`src/led0_consts.svh`:
```
`ifndef LED0_CONSTS_SVH
`define LED0_CONSTS_SVH

// ----------------------------------------
// register map
// ----------------------------------------
`define LED0_CTRL_OFFSET 16'h40C0
`define LED0_STATUS_OFFSET 16'h40C4
`define LED0_CTRL_RESET 16'h0311
`define LED0_ADDR_W 16

// ----------------------------------------
// status register field positions
// ----------------------------------------
`define LED0_ST_LED_BIT 0
`define LED0_ST_BLINK_BIT 1
`define LED0_ST_HOLD_BIT 2
`define LED0_ST_LINK_BIT 3
`define LED0_ST_FORCE_BIT 4

// ----------------------------------------
// forced-state codes
// ----------------------------------------
`define LED_FORCE_OFF 2'h0
`define LED_FORCE_ON 2'h1
`define LED_FORCE_BLINK_ONE 2'h2
`define LED_FORCE_BLINK_TWO 2'h3

// ----------------------------------------
// bus answers
// ----------------------------------------
`define AXI_RESP_OKAY 2'h0
`define AXI_RESP_SLVERR 2'h2

// ----------------------------------------
// timing
// ----------------------------------------
`define CLK_PERIOD_NS 4
`define LED_HOLD_NS 10000000
`define HOLD_CNT_W 22

`endif

```
`src/led0_pkg.sv`:
```
package led0_pkg;

  // control register layout, bit 15 first
  typedef struct packed {
    logic led_force_enable;
    logic [1:0] led_forced_state;
    logic activity_blink_indication;
    logic full_duplex_on_enable;
    logic half_duplex_on_enable;
    logic tx_activity_blink_enable;
    logic rx_activity_blink_enable;
    logic tx_activity_on_enable;
    logic rx_activity_on_enable;
    logic fast_speed_on_enable;
    logic slow_speed_on_enable;
    logic collision_blink_enable;
    logic fast_speed_blink_enable;
    logic slow_speed_blink_enable;
    logic link_check_indication;
  } led0_ctrl_t;

  // status from the phy logic, same clock
  typedef struct packed {
    logic phy_active;
    logic link_check_state;
    logic link_up;
    logic speed_fast;
    logic full_duplex;
    logic tx_active;
    logic rx_active;
    logic collision;
  } phy_status_t;

  // blink waveforms from the shared rate generator
  typedef struct packed {
    logic blink_timebase_one;
    logic blink_timebase_two;
  } blink_wave_t;

  typedef enum logic [1:0] {
    WR_IDLE = 2'b00,
    WR_RESP = 2'b01
  } wr_state_t;

  typedef enum logic {
    RD_IDLE = 1'b0,
    RD_DATA = 1'b1
  } rd_state_t;

endpackage

```
`src/status_led0_controller.sv`:
```
// Our own choice: the AXI4-Lite slave port.
`timescale 1ns/1ps
`include "led0_consts.svh"

module status_led0_controller #(
  parameter int unsigned HOLD_CYCLES = (`LED_HOLD_NS + `CLK_PERIOD_NS - 1) / `CLK_PERIOD_NS
) (
  input wire logic ref_clk,
  input wire logic rst_b,
  input wire logic ce,
  input wire led0_pkg::phy_status_t phy,
  input wire led0_pkg::blink_wave_t wave,
  output logic led_on,
  input wire logic awvalid,
  output logic awready,
  input wire logic [15:0] awaddr,
  input wire logic wvalid,
  output logic wready,
  input wire logic [31:0] wdata,
  input wire logic [3:0] wstrb,
  output logic bvalid,
  input wire logic bready,
  output logic [1:0] bresp,
  input wire logic arvalid,
  output logic arready,
  input wire logic [15:0] araddr,
  output logic rvalid,
  input wire logic rready,
  output logic [31:0] rdata,
  output logic [1:0] rresp
);
  import led0_pkg::*;

  localparam logic [`HOLD_CNT_W-1:0] HOLD_LOAD = HOLD_CYCLES[`HOLD_CNT_W-1:0];

  // ----------------------------------------
  // declarations
  // ----------------------------------------
  led0_ctrl_t ctrl_r, ctrl_nxt;
  logic [`HOLD_CNT_W-1:0] hold_cnt_r, hold_cnt_nxt;
  logic led_r, led_nxt;
  logic blink_seen_r, blink_seen_nxt;
  logic steady_on, act_blink, blink_two, blink_one, blink_any;
  logic hold_on, hold_load, link_check;

  wr_state_t wr_state_r, wr_state_nxt;
  logic have_aw_r, have_aw_nxt;
  logic have_w_r, have_w_nxt;
  logic [15:0] wr_addr_r, wr_addr_nxt;
  logic [15:0] wr_data_r, wr_data_nxt;
  logic [1:0] wr_strb_r, wr_strb_nxt;
  logic awready_r, awready_nxt;
  logic wready_r, wready_nxt;
  logic bvalid_r, bvalid_nxt;
  logic [1:0] bresp_r, bresp_nxt;

  rd_state_t rd_state_r, rd_state_nxt;
  logic arready_r, arready_nxt;
  logic rvalid_r, rvalid_nxt;
  logic [31:0] rdata_r, rdata_nxt;
  logic [1:0] rresp_r, rresp_nxt;
  logic [15:0] status_word;

  // ----------------------------------------
  // indicator decision
  // ----------------------------------------
  always_comb begin
    link_check = phy.phy_active && phy.link_check_state;
    hold_on = (hold_cnt_r != '0);
    steady_on = phy.link_up && (
      (ctrl_r.full_duplex_on_enable && phy.full_duplex) ||
      (ctrl_r.half_duplex_on_enable && !phy.full_duplex) ||
      (ctrl_r.fast_speed_on_enable && phy.speed_fast) ||
      (ctrl_r.slow_speed_on_enable && !phy.speed_fast) ||
      hold_on);
    act_blink = phy.link_up &&
      ((ctrl_r.tx_activity_blink_enable && phy.tx_active) ||
       (ctrl_r.rx_activity_blink_enable && phy.rx_active)) &&
      (ctrl_r.activity_blink_indication || steady_on);
    blink_two = act_blink ||
      (phy.link_up && ctrl_r.collision_blink_enable && phy.collision);
    blink_one = phy.link_up &&
      ((ctrl_r.fast_speed_blink_enable && phy.speed_fast) ||
       (ctrl_r.slow_speed_blink_enable && !phy.speed_fast));
    blink_any = blink_two || blink_one;
    blink_seen_nxt = blink_any && !ctrl_r.led_force_enable;
    if (ctrl_r.led_force_enable) begin
      unique case (ctrl_r.led_forced_state)
        `LED_FORCE_OFF: led_nxt = 1'b0;
        `LED_FORCE_ON: led_nxt = 1'b1;
        `LED_FORCE_BLINK_ONE: led_nxt = wave.blink_timebase_one;
        `LED_FORCE_BLINK_TWO: led_nxt = wave.blink_timebase_two;
      endcase
    end else if (link_check) begin
      led_nxt = ctrl_r.link_check_indication;
    end else if (blink_two) begin
      led_nxt = wave.blink_timebase_two;
    end else if (blink_one) begin
      led_nxt = wave.blink_timebase_one;
    end else begin
      led_nxt = steady_on;
    end
  end

  // ----------------------------------------
  // activity hold timer
  // ----------------------------------------
  always_comb begin
    hold_load = phy.link_up &&
      ((ctrl_r.tx_activity_on_enable && phy.tx_active) ||
       (ctrl_r.rx_activity_on_enable && phy.rx_active));
    if (hold_load) begin
      hold_cnt_nxt = HOLD_LOAD;
    end else if (hold_on) begin
      hold_cnt_nxt = hold_cnt_r - 1'b1;
    end else begin
      hold_cnt_nxt = hold_cnt_r;
    end
  end

  always_ff @(posedge ref_clk) begin
    if (!rst_b) begin
      led_r <= 1'b0;
      blink_seen_r <= 1'b0;
      hold_cnt_r <= '0;
    end else if (ce) begin
      led_r <= led_nxt;
      blink_seen_r <= blink_seen_nxt;
      hold_cnt_r <= hold_cnt_nxt;
    end
  end

  assign led_on = led_r;

  // ----------------------------------------
  // write channel
  // ----------------------------------------
  // address and data are caught separately so either may come first
  always_comb begin
    wr_state_nxt = wr_state_r;
    have_aw_nxt = have_aw_r;
    have_w_nxt = have_w_r;
    wr_addr_nxt = wr_addr_r;
    wr_data_nxt = wr_data_r;
    wr_strb_nxt = wr_strb_r;
    awready_nxt = awready_r;
    wready_nxt = wready_r;
    bvalid_nxt = bvalid_r;
    bresp_nxt = bresp_r;
    ctrl_nxt = ctrl_r;
    unique case (wr_state_r)
      WR_IDLE: begin
        if (awvalid && awready_r) begin
          have_aw_nxt = 1'b1;
          wr_addr_nxt = awaddr;
          awready_nxt = 1'b0;
        end
        if (wvalid && wready_r) begin
          have_w_nxt = 1'b1;
          wr_data_nxt = wdata[15:0];
          wr_strb_nxt = wstrb[1:0];
          wready_nxt = 1'b0;
        end
        if (have_aw_r && have_w_r) begin
          bvalid_nxt = 1'b1;
          wr_state_nxt = WR_RESP;
          if ({wr_addr_r[15:2], 2'h0} == `LED0_CTRL_OFFSET) begin
            bresp_nxt = `AXI_RESP_OKAY;
            if (wr_strb_r[0]) begin
              ctrl_nxt[7:0] = wr_data_r[7:0];
            end
            if (wr_strb_r[1]) begin
              ctrl_nxt[15:8] = wr_data_r[15:8];
            end
          end else if ({wr_addr_r[15:2], 2'h0} == `LED0_STATUS_OFFSET) begin
            bresp_nxt = `AXI_RESP_OKAY;
          end else begin
            bresp_nxt = `AXI_RESP_SLVERR;
          end
        end
      end
      WR_RESP: begin
        if (bready) begin
          bvalid_nxt = 1'b0;
          have_aw_nxt = 1'b0;
          have_w_nxt = 1'b0;
          awready_nxt = 1'b1;
          wready_nxt = 1'b1;
          wr_state_nxt = WR_IDLE;
        end
      end
      default: begin
        wr_state_nxt = WR_IDLE;
      end
    endcase
  end

  always_ff @(posedge ref_clk) begin
    if (!rst_b) begin
      wr_state_r <= WR_IDLE;
      have_aw_r <= 1'b0;
      have_w_r <= 1'b0;
      wr_addr_r <= 16'h0000;
      wr_data_r <= 16'h0000;
      wr_strb_r <= 2'h0;
      awready_r <= 1'b1;
      wready_r <= 1'b1;
      bvalid_r <= 1'b0;
      bresp_r <= `AXI_RESP_OKAY;
      ctrl_r <= `LED0_CTRL_RESET;
    end else if (ce) begin
      wr_state_r <= wr_state_nxt;
      have_aw_r <= have_aw_nxt;
      have_w_r <= have_w_nxt;
      wr_addr_r <= wr_addr_nxt;
      wr_data_r <= wr_data_nxt;
      wr_strb_r <= wr_strb_nxt;
      awready_r <= awready_nxt;
      wready_r <= wready_nxt;
      bvalid_r <= bvalid_nxt;
      bresp_r <= bresp_nxt;
      ctrl_r <= ctrl_nxt;
    end
  end

  assign awready = awready_r;
  assign wready = wready_r;
  assign bvalid = bvalid_r;
  assign bresp = bresp_r;

  // ----------------------------------------
  // read channel
  // ----------------------------------------
  always_comb begin
    status_word = 16'h0000;
    status_word[`LED0_ST_LED_BIT] = led_r;
    status_word[`LED0_ST_BLINK_BIT] = blink_seen_r;
    status_word[`LED0_ST_HOLD_BIT] = hold_on;
    status_word[`LED0_ST_LINK_BIT] = phy.link_up;
    status_word[`LED0_ST_FORCE_BIT] = ctrl_r.led_force_enable;
    rd_state_nxt = rd_state_r;
    arready_nxt = arready_r;
    rvalid_nxt = rvalid_r;
    rdata_nxt = rdata_r;
    rresp_nxt = rresp_r;
    unique case (rd_state_r)
      RD_IDLE: begin
        if (arvalid && arready_r) begin
          arready_nxt = 1'b0;
          rvalid_nxt = 1'b1;
          rd_state_nxt = RD_DATA;
          if ({araddr[15:2], 2'h0} == `LED0_CTRL_OFFSET) begin
            rdata_nxt = {16'h0000, ctrl_r};
            rresp_nxt = `AXI_RESP_OKAY;
          end else if ({araddr[15:2], 2'h0} == `LED0_STATUS_OFFSET) begin
            rdata_nxt = {16'h0000, status_word};
            rresp_nxt = `AXI_RESP_OKAY;
          end else begin
            rdata_nxt = 32'h0000_0000;
            rresp_nxt = `AXI_RESP_SLVERR;
          end
        end
      end
      RD_DATA: begin
        if (rready) begin
          rvalid_nxt = 1'b0;
          arready_nxt = 1'b1;
          rd_state_nxt = RD_IDLE;
        end
      end
    endcase
  end

  always_ff @(posedge ref_clk) begin
    if (!rst_b) begin
      rd_state_r <= RD_IDLE;
      arready_r <= 1'b1;
      rvalid_r <= 1'b0;
      rdata_r <= 32'h0000_0000;
      rresp_r <= `AXI_RESP_OKAY;
    end else if (ce) begin
      rd_state_r <= rd_state_nxt;
      arready_r <= arready_nxt;
      rvalid_r <= rvalid_nxt;
      rdata_r <= rdata_nxt;
      rresp_r <= rresp_nxt;
    end
  end

  assign arready = arready_r;
  assign rvalid = rvalid_r;
  assign rdata = rdata_r;
  assign rresp = rresp_r;
endmodule

```
`config.mk`:
```
export PLATFORM = sky130hd
export DESIGN_NAME = status_led0_controller
export DESIGN_NICKNAME = d
export VERILOG_FILES = /design/src/led0_pkg.sv /design/src/status_led0_controller.sv
export VERILOG_INCLUDE_DIRS = /design/src /design/src/src
export SDC_FILE = /design/constraint.sdc
export NUM_CORES = 1
export LEC_CHECK = 0
export BUFFER_PORTS_ARGS = -buffer_cell sky130_fd_sc_hd__buf_2
export CAP_MARGIN = 20
export CORE_ASPECT_RATIO = 1.25
export CORE_MARGIN = 3
export CORE_UTILIZATION = 52
export DETAILED_ROUTE_END_ITERATION = 8
export HOLD_SLACK_MARGIN = 0.03
export PLACE_DENSITY_LB_ADDON = 0.08
export SETUP_SLACK_MARGIN = 0.02
export SYNTH_ARGS = -nofsm -noshare
export SYNTH_HDL_FRONTEND = slang
export SYNTH_SLANG_ARGS = --single-unit
```
`constraint.sdc`:
```
create_clock -name ref_clk -period 2.2 [get_ports ref_clk]
set_input_delay 0 -clock ref_clk [delete_from_list [all_inputs] [get_ports ref_clk]]
set_output_delay 0 -clock ref_clk [all_outputs]
set_load 0.05 [all_outputs]
```
; ---- Word level (Yosys, flattened, before mapping)
; Index checks and enable logic that the tools add are counted.
; W data, S select, Z words.
[classes]
add_sub_neg = 1
eq_ne = 14
n_mux = 37
bitwise_logic = 1
reduce_logical = 53
[ops]
columns = op, n
row1 = $eq A14 B13 Y1 const B, 4
row2 = $mux W22, 2
row3 = $logic_and A1 B1 Y1, 23
row4 = $reduce_bool A22 Y1, 1
row5 = $sub A22 B1 Y22 const B, 1
row6 = $reduce_and A3 Y1, 6
row7 = $mux W1, 17
row8 = $mux W16, 1
row9 = $pmux W1 S2, 8
row10 = $mux W2, 6
row11 = $ne A2 B2 Y1 const B, 6
row12 = $reduce_and A4 Y1, 3
row13 = $logic_or A1 B1 Y1, 10
row14 = $reduce_and A5 Y1, 2
row15 = $mux W5, 1
row16 = $eq A2 B1 Y1 const B, 2
row17 = $eq A2 B2 Y1 const B, 2
row18 = $logic_not A2 Y1, 2
row19 = $pmux W1 S4, 1
row20 = $pmux W2 S2, 1
row21 = $reduce_bool A2 Y1, 2
row22 = $logic_not A1 Y1, 3
row23 = $reduce_and A2 Y1, 1
row24 = $not A1 Y1, 1
[word_totals]
register_bits = 120
input_bits = 86

; ---- Longest topological paths before layout
[depth]
word_depth = 13
mapped_depth = 9
mapped_depth_nobuf = 8

; ---- Worst setup path before layout
; Ideal clock, no wire load.
[synth_path]
kind = register to register
start = register hold_cnt_r[0]
end = register hold_cnt_r[19]
setup_ns = 0.070
t_arrival_ns = 1.926
slack_ns = 0.204
stages_incl_launch_ff = 10
path_buffers = 1
period_less_slack_ns = 1.996
cell_sequence = dfxtp_1 inv_1 ha_1 nor4b_1 and3_1 a31oi_2 buf_6 nand3_4 or4_1 a21oi_1
[synth_via]
elab_chain_len = 3
[synth_rtl]
columns = item, line_no
row1 = "start, declared", status_led0_controller.sv:40  ; logic [`HOLD_CNT_W-1:0] hold_cnt_r, hold_cnt_nxt;
row2 = "start signal, assigned", status_led0_controller.sv:129  ; hold_cnt_r <= hold_cnt_nxt;
row3 = $sub A22 B1 Y22 / $reduce_bool A22 Y1 (equally long branches), "status_led0_controller.sv:115, status_led0_controller.sv:69"
row4 = $mux W22 / $reduce_bool A2 Y1 (equally long branches), --
row5 = $mux W22 / $reduce_and A2 Y1 (equally long branches), --
; Several ways; a longest one is shown, not always the timed one. The select of a mux whose other input is x is not followed.
; A chain may end at the register's enable or synchronous reset.

; ---- Worst setup path after layout
; Ends and elaborated chain as after synthesis.

==> impl_metrics.json <==
{
  "ys.warnings.count": 0,
  "grt_overflow": 0,
  "core-area_sq_um": 8020,
  "status": "completed",
  "htreeDepth": 3,
  "grt_pass1_vias": 3662,
  "arrival_ns": 2.30,
  "dieArea_sq_um": 9610,
  "drtIter0Drc": 161,
  "pre_cts_ws_ns": 0.101,
  "rsz0062_at_grt": "no",
  "hp-class": "input port to flop",
  "die_w_um": 88.3,
  "clk_latency_ns": 0.37,
  "setup_viol": 0,
  "syn_area_sq_um": 4400,
  "diodes": 0,
  "ys_seq_area_share_pct": 44.6,
  "vias_per_cell": 5.25,
  "max_cap_violations": 0,
  "cts.sinks": 98,
  "ant_nets": 0,
  "fin_skew_ns": 0.00894,
  "firstDrtPassIters": 4,
  "antenna_found_initial": 0,
  "cp_top_family": "simple AND/OR/NAND/NOR gates",
  "path_clk_slew_ns": 0.10,
  "nFillCells": 659,
  "grt_pass1_wl_um": 16500,
  "drc": 0,
  "ios": 128,
  "timing.final.crit_period_ns": 2.01,
  "synthArstFlopShare_pct": 0,
  "fin_nets": 715,
  "maxSlewViolCount": 0,
  "place_congestion": 0.836,
  "yosys.cell_types.count": 58,
  "grt_max_degree": 36,
  "synth_top_area_share_pct": 44.6,
  "ys_seq_elements": 98,
  "max_stage_delay_ns": 0.41,
  "ir_drop_v": 0.000467,
  "critPathCaptureType": "flop",
  "fmax_mhz": 498,
  "critPathRequiredTime_ns": 2.50,
  "startpoint_type": "flop",
  "relSlewSlack_pct": 48.9,
  "yosys.cell_count.top_type": "nand2_1",
  "setup_slack_ns": 0.191,
  "worstPathCellList": "inv_1, ha_1, nor4b_2, and3_1, a31oi_4, nand3_4, or4_1, a21oi_1",
  "hold_viol": 0,
  "cts_setup_buffers": 0,
  "placementRows": 36,
  "start_util_pct": 54.9,
  "crit_path_max_fanout": 4,
  "crit_buf_inv": 1,
  "fin_crit_sh_pct": 91.3,
  "wire_per_inst_um": 13.6,
  "wl_um": 9880,
  "cts_tree": "built",
  "synth_top_cells_by_area": "dfxtp_1, nand2_1, a21boi_0",
  "cts_max_path_buffers": 2,
  "crit_type": "flop to flop",
  "power.density_nw_per_um2": 960,
  "track_usage_pct": 21.6,
  "yosys.area.top_type": "dfxtp_1",
  "r2r_setup_slack_ns": 0.19,
  "vias": 3818,
  "worstMarginPinSlew_ns": 0.761,
  "synth_edf_count": 0,
  "synth_ff_type": "dfxtp_1",
  "dp_hpwl_um": 6930,
  "synth.avg_cell_area_sq_um": 8.79,
  "areaGrowthSynthToFinish_pct": 24.6,
  "cts_buffers": 9,
  "final.setup.tns_ns": 0,
  "die_h_um": 109,
  "netlist_top_cells_count": "nand2_1, dfxtp_1, a21boi_0",
  "p_leak_uw": 0.00231,
  "portBuffers": 87,
  "critical-path-slowest-cell": "or4_1",
  "root_buffer": "clkbuf_8",
  "drive_gt1_share_pct": 22.0,
  "synthCells": 501
}
==> sequential cells by signal (all words and copies together) (netlist names), 2 cells and up <==
name        flops
ctrl_r         16
wr_addr_r      14
hold_cnt_r     22
wr_data_r      16
rdata          16
wr_strb_r       2
==> path summary, 6_finish.rpt <==
| path | end | from | depth (start not counted) |
|---|---|---|---|
| hold reg to reg | rdata[2]$_SDFFE_PN0P_ | rdata[2]$_SDFFE_PN0P_ | 2 |
| hold / removal | arready$_SDFFE_PN1P_ | arvalid | 4 |
| setup / recovery | hold_cnt_r[19]$_SDFFE_PN0P_ | hold_cnt_r[0]$_SDFFE_PN0P_ | 8 |
| setup reg to reg | hold_cnt_r[19]$_SDFFE_PN0P_ | hold_cnt_r[0]$_SDFFE_PN0P_ | 8 |
==> repair_timing <==
item / 4_1_cts / 5_1_grt
resized for setup: 0 / 5
hold buffers: 38 / 0
setup endpoints to repair: 0 / 11
endpoints found under the hold margin: 46 / 0
==> final cells by class <==
type                            count  area [sq um]  area share, %
Clock inverter                      6          53.8          0.980
Inverter                            5          18.8          0.342
Clock buffer                       10           138           2.51
Timing Repair Buffer              138           913           16.6
Tap cell                           95           119           2.17
Sequential cell                    98          1960           35.8
Multi-Input combinational cell    375          2280           41.6
==> kinds of logic after synthesis <==
family                     share of synthesized area (%)
other                                             0.0852
buffers and inverters                               5.57
adders and majority gates                          0.568
muxes                                               5.83
xor gates and xnor gates                            3.18
and+or+nand+nor                                     24.5
AOI/OAI and AO/OA                                   15.7
DFF                                                 44.6
==> stage by stage <==
step / instance area (sq um) / std cells / total power (uW) / util [%] / hold slack (ns)
CTS: 5460 / 727 / 5260 / 68.1 / 0.0427
finish: 5490 / 727 / 5270 / 68.4 / 0.0545
global placement: 4890 / 673 / 4010 / 61.0 / 0.249
floorplan: 4470 / 518 / 3620 / - / 0.135
global route: 5490 / 727 / 5620 / 68.4 / 0.0775
detailed placement: 4890 / 673 / 4050 / 61.0 / 0.257
==> layout by cell type (no fill, tap or decap), types with 3 or more instances in the layout <==
| cell type | netlist | layout |
|---|---|---|
| nand2_1 | 113 | 113 |
| dfxtp_1 | 98 | 96 |
| buf_2 | 1 | 87 |
| a21boi_0 | 39 | 39 |
| dlygate4sd3_1 | 0 | 38 |
| a21oi_1 | 28 | 28 |
| nand3_1 | 24 | 24 |
| mux2i_1 | 20 | 20 |
| conb_1 | 1 | 18 |
| nor2b_1 | 15 | 15 |
| nor2_1 | 15 | 15 |
| xor2_1 | 13 | 13 |
| buf_4 | 18 | 13 |
| clkbuf_8 | 0 | 10 |
| a21boi_1 | 7 | 7 |
| o21ai_0 | 7 | 7 |
| nor3_1 | 6 | 6 |
| inv_1 | 5 | 5 |
| nand4_1 | 5 | 5 |
| mux2_2 | 5 | 5 |
| inv_6 | 0 | 4 |
| and3_1 | 3 | 3 |
| nor4_1 | 4 | 3 |
| nand3b_1 | 3 | 3 |
| nand4b_1 | 3 | 3 |
| o31ai_1 | 3 | 3 |
| xnor2_1 | 3 | 3 |
==> worst register-to-register path: stages, from the launching register on <==
cell and delay (ns):
dfxtp_2 0.37, inv_1 0.09, ha_1 0.19, nor4b_2 0.16, and3_1 0.22, a31oi_4 0.25, nand3_4 0.10, or4_1 0.41
a21oi_1 0.15
==> per-layer routing <==
metal / up-vias / track usage, % / share of wire [%]
li1: 1951 / - / -
met1: 1779 / 27.4 / 46
met2: 75 / 36.5 / 49
met3: 13 / 2.72 / 3.2
met4: 0 / 9.29 / 1.9
met5: - / 0 / 0
==> power by group <==
group | total (uW) | internal [uW] | switching, uW
clock network | 1140 | 466 | 672
logic | 1890 | 866 | 1030
registers | 2240 | 1990 | 250
(Power assumes the default switching activity.)
